### src/hpc_pkg.sv
// Constants and types for the host port configuration register bank
package hpc_pkg;
  // Register indices; byte address is the index shifted by ADDR_LSB
  localparam int ADDR_LSB = 2;
  localparam logic [7:0] IDX_RD_LO = 8'h6c;
  localparam logic [7:0] IDX_RD_HI = 8'h6d;
  localparam logic [7:0] IDX_WR_LO = 8'h6e;
  localparam logic [7:0] IDX_WR_HI = 8'h6f;
  localparam logic [7:0] IDX_KEY = 8'h71;
  localparam logic [7:0] IDX_CLK = 8'h73;
  localparam logic [7:0] IDX_HPC = 8'h75;
  localparam logic [7:0] IDX_CTRL = 8'h76;
  localparam logic [7:0] IDX_STAT = 8'h77;
  // Values after reset and the unlock code
  localparam logic [7:0] UNLOCK_CODE = 8'h56;
  localparam logic [7:0] KEY_RST = 8'h56;
  localparam logic [7:0] CLK_RST = 8'h00;
  localparam logic [7:0] HPC_RST = 8'h01;
  localparam logic [1:0] CTRL_RST = 2'h0;
  // Input frequency codes
  localparam logic [1:0] FREQ_12 = 2'h0;
  localparam logic [1:0] FREQ_24 = 2'h1;
  localparam logic [1:0] FREQ_48 = 2'h3;
  // Data path geometry
  localparam int BYTE_W = 8;
  localparam int FIFO_DEPTH = 4;
  // Bus answers
  localparam logic [1:0] RESP_OKAY = 2'h0;
  localparam logic [1:0] RESP_SLVERR = 2'h2;

  typedef struct packed {
    logic origin;
    logic [4:0] rsvd;
    logic [1:0] freq;
  } clk_setup_t;

  typedef struct packed {
    logic irq_polarity;
    logic irq_drive_style;
    logic dma_request_polarity;
    logic dma_ack_polarity;
    logic cs_qualify;
    logic byte_swap;
    logic write_strobe_style;
    logic init_done;
  } host_cfg_t;

  typedef struct packed {
    logic dir_read;
    logic dma_mode;
  } dma_ctrl_t;

  typedef enum logic [0:0] {
    BUS_WAIT = 1'b0,
    BUS_RESP = 1'b1
  } bus_state_t;
endpackage : hpc_pkg

### src/hpc_regs.sv
// Register bank with AXI4-Lite slave, DMA data FIFOs and pin control
module byte_fifo #(
  parameter int WIDTH = 8,
  parameter int DEPTH = 4
) (
  input wire logic aclk,
  input wire logic aresetn,
  input wire logic ce,
  input wire logic in_valid,
  output logic in_ready,
  input wire logic [WIDTH-1:0] in_data,
  output logic out_valid,
  input wire logic out_ready,
  output logic [WIDTH-1:0] out_data
);
  localparam int PW = (DEPTH > 1) ? $clog2(DEPTH) : 1;
  localparam int CW = $clog2(DEPTH + 1);
  logic [WIDTH-1:0] mem_q [DEPTH];
  logic [PW-1:0] wr_ptr_q;
  logic [PW-1:0] rd_ptr_q;
  logic [CW-1:0] count_q;
  logic [CW-1:0] count_d;
  logic room_q;
  logic empty_q;
  logic push;
  logic pop;

  // Handshakes; ready is a flop itself so the top can pass it straight out
  assign push = ce && in_valid && room_q;
  assign pop = ce && out_ready && !empty_q;
  assign in_ready = room_q;
  assign out_valid = !empty_q;
  assign out_data = mem_q[rd_ptr_q];

  // Next fill level
  always_comb
  begin
    count_d = count_q + CW'(push) - CW'(pop);
  end

  // Level and flags
  always_ff @(posedge aclk)
  begin
    if (!aresetn)
    begin
      count_q <= '0;
      room_q <= 1'b1;
      empty_q <= 1'b1;
    end
    else
    begin
      count_q <= count_d;
      room_q <= (count_d != CW'(DEPTH));
      empty_q <= (count_d == '0);
    end
  end

  // Pointers wrap at DEPTH so any depth works
  always_ff @(posedge aclk)
  begin
    if (!aresetn)
    begin
      wr_ptr_q <= '0;
      rd_ptr_q <= '0;
    end
    else
    begin
      if (push)
        wr_ptr_q <= (wr_ptr_q == PW'(DEPTH - 1)) ? '0 : wr_ptr_q + 1'b1;
      if (pop)
        rd_ptr_q <= (rd_ptr_q == PW'(DEPTH - 1)) ? '0 : rd_ptr_q + 1'b1;
    end
  end

  // Storage needs no reset; empty flag masks stale words
  always_ff @(posedge aclk)
  begin
    if (push)
      mem_q[wr_ptr_q] <= in_data;
  end
endmodule : byte_fifo

module hpc_regs (
  input wire logic aclk,
  input wire logic aresetn,
  input wire logic ce,
  input wire logic awvalid,
  output logic awready,
  input wire logic [11:0] awaddr,
  input wire logic wvalid,
  output logic wready,
  input wire logic [31:0] wdata,
  input wire logic [3:0] wstrb,
  output logic bvalid,
  input wire logic bready,
  output logic [1:0] bresp,
  input wire logic arvalid,
  output logic arready,
  input wire logic [11:0] araddr,
  output logic rvalid,
  input wire logic rready,
  output logic [31:0] rdata,
  output logic [1:0] rresp,
  input wire logic sleep_mode,
  input wire logic cpu_cut_mode,
  input wire logic byte_swap_strap,
  input wire logic write_strobe_strap,
  input wire logic irq_event,
  input wire logic dma_ack_pin,
  input wire logic chip_select_pin_n,
  input wire logic area_in_valid,
  output logic area_in_ready,
  input wire logic [7:0] area_in_data,
  output logic area_out_valid,
  input wire logic area_out_ready,
  output logic [7:0] area_out_data,
  output logic clock_origin_select,
  output logic [1:0] input_frequency_code,
  output logic ext_clk_enable,
  output logic irq_out_pin_o,
  output logic irq_out_pin_oe_n,
  output logic dma_request_pin,
  output logic dma_access
);
  logic awready_q, aw_have_q, aw_bad_q;
  logic [7:0] aw_idx_q;
  logic wready_q, w_have_q, wstrb0_q;
  logic [7:0] wdata_q;
  logic bvalid_q;
  logic [1:0] bresp_q;
  hpc_pkg::bus_state_t wst_q;
  logic arready_q, rvalid_q;
  logic [7:0] rdata_q;
  logic [1:0] rresp_q;
  logic [7:0] key_q;
  hpc_pkg::clk_setup_t clk_q;
  logic [4:0] hpc_rw_q;
  logic [1:0] strap_q;
  logic init_done_q, strap_taken_q;
  hpc_pkg::host_cfg_t hpc;
  hpc_pkg::dma_ctrl_t ctrl_q;
  logic area_out_valid_q;
  logic [7:0] area_out_data_q;
  logic ext_clk_q, irq_o_q, irq_oe_n_q, dreq_q, dacc_q;
  logic tx_in_ready, tx_out_valid, tx_out_ready;
  logic [7:0] tx_out_data;
  logic rx_out_valid, rx_in_ready;
  logic [7:0] rx_out_data;
  logic cfg_open, wr_ok, wr_is_push, push_armed, wr_stall, do_write, tx_push;
  logic ar_take, rd_ok, rd_is_pop, pop_armed, rx_pop;
  logic [7:0] ar_idx, rd_mux;
  logic req_active, ack_active;

  // Index known to the bank
  function automatic logic mapped(input logic [7:0] idx);
    mapped = (idx >= hpc_pkg::IDX_RD_LO && idx <= hpc_pkg::IDX_WR_HI)
      || idx == hpc_pkg::IDX_KEY || idx == hpc_pkg::IDX_CLK
      || idx == hpc_pkg::IDX_HPC || idx == hpc_pkg::IDX_CTRL
      || idx == hpc_pkg::IDX_STAT;
  endfunction : mapped

  // Only the data path sleeps; key, clock and configuration stay open
  function automatic logic sleep_gated(input logic [7:0] idx);
    sleep_gated = (idx >= hpc_pkg::IDX_RD_LO && idx <= hpc_pkg::IDX_WR_HI)
      || idx == hpc_pkg::IDX_CTRL;
  endfunction : sleep_gated

  assign hpc = {hpc_rw_q, strap_q, init_done_q};
  assign cfg_open = (key_q == hpc_pkg::UNLOCK_CODE);

  // Write decode; a push into a full FIFO holds the response back
  assign wr_ok = mapped(aw_idx_q) && !aw_bad_q
    && !(sleep_mode && sleep_gated(aw_idx_q));
  assign wr_is_push = aw_idx_q == hpc_pkg::IDX_WR_LO
    || aw_idx_q == hpc_pkg::IDX_WR_HI;
  assign push_armed = wr_ok && ctrl_q.dma_mode && !ctrl_q.dir_read
    && wstrb0_q;
  assign wr_stall = wr_is_push && push_armed && !tx_in_ready;
  assign do_write = ce && wst_q == hpc_pkg::BUS_WAIT && aw_have_q
    && w_have_q && !wr_stall;
  assign tx_push = do_write && wr_is_push && push_armed;

  // Read decode; an empty FIFO reads as zero and pops nothing
  assign ar_take = ce && arvalid && arready_q;
  assign ar_idx = araddr[9:hpc_pkg::ADDR_LSB];
  assign rd_ok = mapped(ar_idx) && araddr[11:10] == 2'h0
    && !(sleep_mode && sleep_gated(ar_idx));
  assign rd_is_pop = ar_idx == hpc_pkg::IDX_RD_LO
    || ar_idx == hpc_pkg::IDX_RD_HI;
  assign pop_armed = rd_ok && ctrl_q.dma_mode && ctrl_q.dir_read;
  assign rx_pop = ar_take && rd_is_pop && pop_armed && rx_out_valid;

  // Read data selection
  always_comb
  begin
    rd_mux = 8'h00;
    case (ar_idx)
      hpc_pkg::IDX_RD_LO, hpc_pkg::IDX_RD_HI:
        rd_mux = rx_pop ? rx_out_data : 8'h00;
      hpc_pkg::IDX_KEY: rd_mux = key_q;
      hpc_pkg::IDX_CLK: rd_mux = clk_q;
      hpc_pkg::IDX_HPC: rd_mux = hpc;
      hpc_pkg::IDX_CTRL: rd_mux = {6'h00, ctrl_q};
      hpc_pkg::IDX_STAT:
        rd_mux = {5'h00, area_out_valid_q, rx_out_valid, tx_in_ready};
      default: rd_mux = 8'h00;
    endcase
    if (!rd_ok)
      rd_mux = 8'h00;
  end

  // Write address and data are taken independently, one write at a time
  always_ff @(posedge aclk)
  begin
    if (!aresetn)
    begin
      awready_q <= 1'b1;
      aw_have_q <= 1'b0;
      aw_bad_q <= 1'b0;
      aw_idx_q <= 8'h00;
      wready_q <= 1'b1;
      w_have_q <= 1'b0;
      wdata_q <= 8'h00;
      wstrb0_q <= 1'b0;
    end
    else if (ce)
    begin
      if (awvalid && awready_q)
      begin
        awready_q <= 1'b0;
        aw_have_q <= 1'b1;
        aw_idx_q <= awaddr[9:hpc_pkg::ADDR_LSB];
        aw_bad_q <= (awaddr[11:10] != 2'h0);
      end
      if (wvalid && wready_q)
      begin
        wready_q <= 1'b0;
        w_have_q <= 1'b1;
        wdata_q <= wdata[7:0];
        wstrb0_q <= wstrb[0];
      end
      if (bvalid_q && bready)
      begin
        awready_q <= 1'b1;
        aw_have_q <= 1'b0;
        wready_q <= 1'b1;
        w_have_q <= 1'b0;
      end
    end
  end

  // Write response
  always_ff @(posedge aclk)
  begin
    if (!aresetn)
    begin
      wst_q <= hpc_pkg::BUS_WAIT;
      bvalid_q <= 1'b0;
      bresp_q <= hpc_pkg::RESP_OKAY;
    end
    else if (ce)
    begin
      case (wst_q)
        hpc_pkg::BUS_WAIT:
          if (do_write)
          begin
            wst_q <= hpc_pkg::BUS_RESP;
            bvalid_q <= 1'b1;
            bresp_q <= wr_ok ? hpc_pkg::RESP_OKAY : hpc_pkg::RESP_SLVERR;
          end
        hpc_pkg::BUS_RESP:
          if (bready)
          begin
            wst_q <= hpc_pkg::BUS_WAIT;
            bvalid_q <= 1'b0;
          end
        default: wst_q <= hpc_pkg::BUS_WAIT;
      endcase
    end
  end

  // Read channel answers one cycle after the address is taken
  always_ff @(posedge aclk)
  begin
    if (!aresetn)
    begin
      arready_q <= 1'b1;
      rvalid_q <= 1'b0;
      rdata_q <= 8'h00;
      rresp_q <= hpc_pkg::RESP_OKAY;
    end
    else if (ce)
    begin
      if (ar_take)
      begin
        arready_q <= 1'b0;
        rvalid_q <= 1'b1;
        rdata_q <= rd_mux;
        rresp_q <= rd_ok ? hpc_pkg::RESP_OKAY : hpc_pkg::RESP_SLVERR;
      end
      else if (rvalid_q && rready)
      begin
        arready_q <= 1'b1;
        rvalid_q <= 1'b0;
      end
    end
  end

  // Unlock key, writable at all times including sleep
  always_ff @(posedge aclk)
  begin
    if (!aresetn)
      key_q <= hpc_pkg::KEY_RST;
    else if (ce && do_write && wr_ok && wstrb0_q
      && aw_idx_q == hpc_pkg::IDX_KEY)
      key_q <= wdata_q;
  end

  // Guarded registers; a locked write still answers OKAY
  always_ff @(posedge aclk)
  begin
    if (!aresetn)
    begin
      clk_q <= hpc_pkg::CLK_RST;
      hpc_rw_q <= hpc_pkg::HPC_RST[7:3];
    end
    else if (ce && do_write && wr_ok && wstrb0_q && cfg_open)
    begin
      if (aw_idx_q == hpc_pkg::IDX_CLK)
        clk_q <= {wdata_q[7], 5'h00, wdata_q[1:0]};
      if (aw_idx_q == hpc_pkg::IDX_HPC)
        hpc_rw_q <= wdata_q[7:3];
    end
  end

  // Straps are caught on the first enabled edge after reset release
  always_ff @(posedge aclk)
  begin
    if (!aresetn)
    begin
      strap_q <= hpc_pkg::HPC_RST[2:1];
      init_done_q <= hpc_pkg::HPC_RST[0];
      strap_taken_q <= 1'b0;
    end
    else if (ce && !strap_taken_q)
    begin
      strap_q <= {byte_swap_strap, write_strobe_strap};
      strap_taken_q <= 1'b1;
    end
  end

  // Data path control: mode and direction
  always_ff @(posedge aclk)
  begin
    if (!aresetn)
      ctrl_q <= hpc_pkg::CTRL_RST;
    else if (ce && do_write && wr_ok && wstrb0_q
      && aw_idx_q == hpc_pkg::IDX_CTRL)
      ctrl_q <= wdata_q[1:0];
  end

  byte_fifo #(
    .WIDTH(hpc_pkg::BYTE_W),
    .DEPTH(hpc_pkg::FIFO_DEPTH)
  ) u_tx_fifo (
    .aclk(aclk),
    .aresetn(aresetn),
    .ce(ce),
    .in_valid(tx_push),
    .in_ready(tx_in_ready),
    .in_data(wdata_q),
    .out_valid(tx_out_valid),
    .out_ready(tx_out_ready),
    .out_data(tx_out_data)
  );

  byte_fifo #(
    .WIDTH(hpc_pkg::BYTE_W),
    .DEPTH(hpc_pkg::FIFO_DEPTH)
  ) u_rx_fifo (
    .aclk(aclk),
    .aresetn(aresetn),
    .ce(ce),
    .in_valid(area_in_valid),
    .in_ready(rx_in_ready),
    .in_data(area_in_data),
    .out_valid(rx_out_valid),
    .out_ready(rx_pop),
    .out_data(rx_out_data)
  );

  // Output stage keeps the area port straight from flops
  assign tx_out_ready = !area_out_valid_q || area_out_ready;
  always_ff @(posedge aclk)
  begin
    if (!aresetn)
    begin
      area_out_valid_q <= 1'b0;
      area_out_data_q <= 8'h00;
    end
    else if (ce && tx_out_ready)
    begin
      area_out_valid_q <= tx_out_valid;
      area_out_data_q <= tx_out_data;
    end
  end

  // External clock input enable, held off in CPU-cut mode
  always_ff @(posedge aclk)
  begin
    if (!aresetn)
      ext_clk_q <= 1'b0;
    else if (ce)
      ext_clk_q <= clk_q.origin && !cpu_cut_mode;
  end

  // Interrupt pin: polarity and drive style
  always_ff @(posedge aclk)
  begin
    if (!aresetn)
    begin
      irq_o_q <= 1'b1;
      irq_oe_n_q <= 1'b0;
    end
    else if (ce)
    begin
      irq_o_q <= irq_event ~^ hpc.irq_polarity;
      irq_oe_n_q <= hpc.irq_drive_style && !irq_event;
    end
  end

  // DMA request asks for room or data only outside register DMA mode
  assign req_active = !ctrl_q.dma_mode
    && (ctrl_q.dir_read ? rx_out_valid : tx_in_ready);
  assign ack_active = dma_ack_pin ~^ hpc.dma_ack_polarity;
  always_ff @(posedge aclk)
  begin
    if (!aresetn)
    begin
      dreq_q <= 1'b1;
      dacc_q <= 1'b0;
    end
    else if (ce)
    begin
      dreq_q <= req_active ~^ hpc.dma_request_polarity;
      dacc_q <= ack_active && (!hpc.cs_qualify || !chip_select_pin_n);
    end
  end

  assign awready = awready_q;
  assign wready = wready_q;
  assign bvalid = bvalid_q;
  assign bresp = bresp_q;
  assign arready = arready_q;
  assign rvalid = rvalid_q;
  assign rdata = {24'h000000, rdata_q};
  assign rresp = rresp_q;
  assign area_in_ready = rx_in_ready;
  assign area_out_valid = area_out_valid_q;
  assign area_out_data = area_out_data_q;
  assign clock_origin_select = clk_q.origin;
  assign input_frequency_code = clk_q.freq;
  assign ext_clk_enable = ext_clk_q;
  assign irq_out_pin_o = irq_o_q;
  assign irq_out_pin_oe_n = irq_oe_n_q;
  assign dma_request_pin = dreq_q;
  assign dma_access = dacc_q;

  // Checks next to the logic they guard
  a_pop_needs_mode: assert property (@(posedge aclk) disable iff (!aresetn)
    rx_pop |-> ctrl_q.dma_mode && ctrl_q.dir_read ##1 rvalid_q)
    else $error("read pop outside register read mode");
  a_push_needs_mode: assert property (@(posedge aclk) disable iff (!aresetn)
    tx_push |-> ctrl_q.dma_mode && !ctrl_q.dir_read ##1 bvalid_q)
    else $error("write push outside register write mode");
  a_locked_clk_kept: assert property (@(posedge aclk)
    disable iff (!aresetn || !ce)
    do_write && !cfg_open |=> $stable(clk_q) && $stable(hpc_rw_q))
    else $error("locked configuration changed");
  a_open_clk_write: assert property (@(posedge aclk)
    disable iff (!aresetn || !ce)
    do_write && wr_ok && wstrb0_q && cfg_open && aw_idx_q == hpc_pkg::IDX_CLK
    |=> clk_q.freq == $past(wdata_q[1:0]) && clk_q.rsvd == 5'h00)
    else $error("unlocked clock write not stored");
  a_sleep_key_write: assert property (@(posedge aclk)
    disable iff (!aresetn || !ce)
    sleep_mode && do_write && wstrb0_q && aw_idx_q == hpc_pkg::IDX_KEY
    && !aw_bad_q |=> key_q == $past(wdata_q) && bvalid_q)
    else $error("key write refused in sleep");
  a_ext_clk_src: assert property (@(posedge aclk)
    disable iff (!aresetn || !ce)
    ext_clk_q |-> $past(clk_q.origin) && !$past(cpu_cut_mode))
    else $error("external clock enabled without its source");
  a_cut_clk_off: assert property (@(posedge aclk)
    disable iff (!aresetn || !ce)
    cpu_cut_mode [*2] |-> !ext_clk_q)
    else $error("external clock on in CPU-cut mode");
  a_irq_level: assert property (@(posedge aclk)
    disable iff (!aresetn || !ce)
    irq_event && hpc.irq_polarity |=> irq_o_q)
    else $error("interrupt polarity wrong");
  a_irq_release: assert property (@(posedge aclk)
    disable iff (!aresetn || !ce)
    !irq_event && hpc.irq_drive_style
    |=> irq_oe_n_q && irq_o_q == !$past(hpc.irq_polarity))
    else $error("interrupt pin driven while idle in release mode");
  a_dreq_polarity: assert property (@(posedge aclk)
    disable iff (!aresetn || !ce)
    !req_active |=> dreq_q == !$past(hpc.dma_request_polarity))
    else $error("DMA request idle level wrong");
  a_cs_qualify: assert property (@(posedge aclk)
    disable iff (!aresetn || !ce)
    hpc.cs_qualify && chip_select_pin_n |=> !dacc_q)
    else $error("DMA access without chip select");
  a_init_flag: assert property (@(posedge aclk) disable iff (!aresetn)
    strap_taken_q && $past(strap_taken_q)
    |-> hpc.init_done && $stable(strap_q))
    else $error("initialised flag or straps moved");
endmodule : hpc_regs

### config.mk
export PLATFORM = sky130hd
export DESIGN_NAME = hpc_regs
export DESIGN_NICKNAME = d
export VERILOG_FILES = /design/src/hpc_pkg.sv /design/src/hpc_regs.sv
export SDC_FILE = /design/constraint.sdc
export NUM_CORES = 1
export LEC_CHECK = 0
export BUFFER_PORTS_ARGS = -buffer_cell sky130_fd_sc_hd__buf_2
export CORE_UTILIZATION = 51
export CTS_CLUSTER_DIAMETER = 150
export DETAILED_ROUTE_END_ITERATION = 8
export HOLD_SLACK_MARGIN = 0.08
export PLACE_DENSITY = 0.85
export REMOVE_ABC_BUFFERS = 1
export SETUP_SLACK_MARGIN = 0.15
export SLEW_MARGIN = 20
export SYNTH_ARGS = -nofsm -noshare
export SYNTH_HDL_FRONTEND = slang
export SYNTH_SLANG_ARGS = --single-unit
export TNS_END_PERCENT = 1
### constraint.sdc
create_clock -name aclk -period 3.2 [get_ports aclk]
set_clock_uncertainty 0.1 [all_clocks]
set_input_delay 0.48 -clock aclk [delete_from_list [all_inputs] [get_ports aclk]]
set_output_delay 0.48 -clock aclk [all_outputs]
set_load 0.005 [all_outputs]
==> flow_summary.json <==
{
  "yosys_register_bits": 155,
  "p_leak_nw": 3.07,
  "cts.sink_count": 155,
  "cp_slowest_cell": "dfxtp_1",
  "clk_pin_slew_ns": 0.06,
  "drv_cap": 0,
  "pin_count": 144,
  "crit_buf_inv": 2,
  "port_buffers": 86,
  "drc": 0,
  "synth_most_common_cell": "dfxtp_1",
  "cts_max_path_buffers": 2,
  "antenna_cells": 0,
  "slew_headroom_pct": 54.0,
  "grtUsageTotal_pct": 21.6,
  "cts_buffers": 17,
  "grt_pass1_vias": 4442,
  "syn_area_mm2": 0.00676,
  "fin_crit_sh_pct": 87.7,
  "grt.overflow.total": 0,
  "rsz0062_at_grt": "false",
  "place_ws_ns": 0.144,
  "timing.hold.ws_ns": 0.182,
  "worst_setup_path_start_kind": "register",
  "initial_core_util_pct": 52.9,
  "hold_class": "input pin to register",
  "seq_area_frac_synth_pct": 55.4,
  "dr.pass1.iters": 5,
  "clk_latency_ns": 0.41,
  "hold_buffers": 0,
  "tritoncts": "done",
  "status": "finished, final reports clean",
  "fillCellCount": 964,
  "num_rows": 41,
  "path_class": "register to register",
  "drt-initial-drc-count": 288,
  "final_area_mm2": 0.00786,
  "core-area_mm2": 0.0128,
  "syn_inst": 585,
  "cp_top_family": "simple AND/OR/NAND/NOR gates",
  "synth.area.top_cells": "edfxtp_1 28%, dfxtp_1 27%, mux4_2 5.3%, nand2_1 4.8%, mux2i_1 4.1%",
  "cts_setup_buffers": 0,
  "cp_max_fo": 4,
  "powerDensity_mw_per_mm2": 579,
  "finalNetCount": 773,
  "area_growth_pct": 16.3,
  "die_w_um": 117,
  "grt_pass1_wl_mm": 21.8,
  "ys_top_cells_by_count": "91 x dfxtp_1, 86 x nand2_1, 64 x edfxtp_1",
  "min_from": "area_in_data[1]",
  "h-tree-depth": 4,
  "drive_gt1_share_pct": 21.9,
  "tightest_slew_ns": 0.690,
  "synth_top_area_share_pct": 28.4,
  "avgSynthCellArea_um2": 11.6,
  "setup-tns-final_ns": 0,
  "synthArstFlopShare_pct": 0,
  "routedWlPerCell_um": 16.3,
  "routed_wl_mm": 14.0,
  "die_area_mm2": 0.0137,
  "crit_chain": "nand3_2, or3_4, nor4_4, ha_1, inv_1, ha_1, inv_1, fa_1, xnor2_1, xnor2_1, and2_1, nand3b_1",
  "hold_violations": 0,
  "drtAntennaViolNets": 0,
  "slowest_delay_ns": 0.38,
  "crit_path_start": "arready",
  "max-vdd-ir-drop_mv": 0.421,
  "chipHeight_um": 117,
  "r2r-start": "arready",
  "ys.flop_type": "dfxtp_1",
  "antenna_found_initial": 0,
  "yosys_warnings": 0,
  "finalCriticalPeriod_ns": 2.80,
  "num_vias": 4503,
  "yosys.area.top_type": "edfxtp_1",
  "grt_max_degree": 43,
  "endpoint_kind": "register",
  "dpl.hpwl_mm": 10.0,
  "fin_ws_ns": 0.395,
  "cts-root-buf": "clkbuf_16",
  "crit_arrival_ns": 3.00,
  "finalSetupViolCount": 0,
  "dpl_cell_area_mm2": 0.00728,
  "finalMaxSlewViolations": 0,
  "viasPerCell": 5.25,
  "synth_cell_types": 56,
  "gp_congestion": 0.766,
  "required_ns": 3.40,
  "cts_resized": 0,
  "synth_edf_count": 64,
  "max_freq_ghz": 0.357
}
## stage by stage
step	instances	utilization [%]	power [W]
after global placement	825	57.0	0.00259
after detailed placement	825	57.0	0.00261
after CTS	857	61.6	0.00459
after floorplan	558	-	0.00245
after global routing	857	61.6	0.00471
final	857	61.6	0.00455
## worst register-to-register path, stage by stage (launching register included)
cell and delay (ns):
dfxtp_1 0.38, nand3_2 0.10, or3_4 0.37, nor4_4 0.19, ha_1 0.29, inv_1 0.07
ha_1 0.16, inv_1 0.07, fa_1 0.38, xnor2_1 0.18, xnor2_1 0.15, and2_1 0.17
nand3b_1 0.08
## cell usage in the layout, fill, tap and decap left out, types with 4 or more instances in the layout
cell / count
a21boi_0: 31
a21o_1: 4
a21oi_1: 15
a31oi_1: 4
and2_1: 15
and3_1: 5
and3b_1: 4
buf_2: 86
buf_4: 8
clkbuf_16: 17
conb_1: 26
dfxtp_1: 91
edfxtp_1: 64
ha_1: 14
inv_1: 15
mux2i_1: 28
mux4_2: 16
nand2_1: 86
nand3_1: 7
nand3b_1: 4
nand4b_1: 4
nor2_1: 23
nor2b_1: 28
o21a_1: 6
o21ai_0: 19
xnor2_1: 4
## logic make-up after synthesis
family          Yosys count  synth area share [%]
other cells               1                0.0555
buf+inv                  67                  5.27
xor+xnor                  7                 0.907
simple gates            200                  16.4
mux                      46                  9.81
compound gates           93                  9.07
fa+ha+maj                16                  3.18
flops                   155                  55.4
## where the power goes
part           internal, W  leakage (nW)  switching [W]
Sequential         0.00213          1.36      0.0000768
Combinational     0.000181          1.43       0.000181
Clock              0.00122         0.280       0.000761
## per-layer routing
layer | vias up | wire, um | global-route usage (%)
li1 | 2184 | - | -
met1 | 2162 | 5870 | 25.6
met2 | 142 | 7250 | 37.6
met3 | 15 | 620 | 4.58
met4 | 0 | 218 | 10.0
met5 | - | 0 | 0
## area by class of cell
type	instances	area, um^2	area share [%]
clock inverters	12	145	1.85
flip-flops and latches	155	3740	47.6
clock buffers	20	437	5.55
repair buffers	95	510	6.49
inverters	15	56.3	0.716
multi-input cells	388	2760	35.1
well taps	172	215	2.74
## sequential cells by signal, indices dropped and copies added (netlist names), 2 cells and up, named ones only
signal	cells
ctrl_q	2
aw_idx_q	8
u_tx_fifo.mem_q	32
area_out_data	8
key_q	8
hpc_rw_q	5
wdata_q	8
rdata_q	8
u_tx_fifo.rd_ptr_q	2
input_frequency_code	2
u_tx_fifo.wr_ptr_q	2
u_rx_fifo.wr_ptr_q	2
u_tx_fifo.count_q	3
u_rx_fifo.count_q	3
u_rx_fifo.rd_ptr_q	2
strap_q	2
u_rx_fifo.mem_q	32
## final timing paths
| kind | slack, ns | cells past startpoint | endpoint |
|---|---|---|---|
| min reg2reg | 0.36 | 2 | rdata_q[4] |
| max | 0.40 | 12 | u_rx_fifo.in_ready |
| max reg2reg | 0.40 | 12 | u_rx_fifo.in_ready |
| min | 0.18 | 1 | u_rx_fifo.mem_q[3][1] |
No activity file was read; power rests on OpenSTA's default activity.
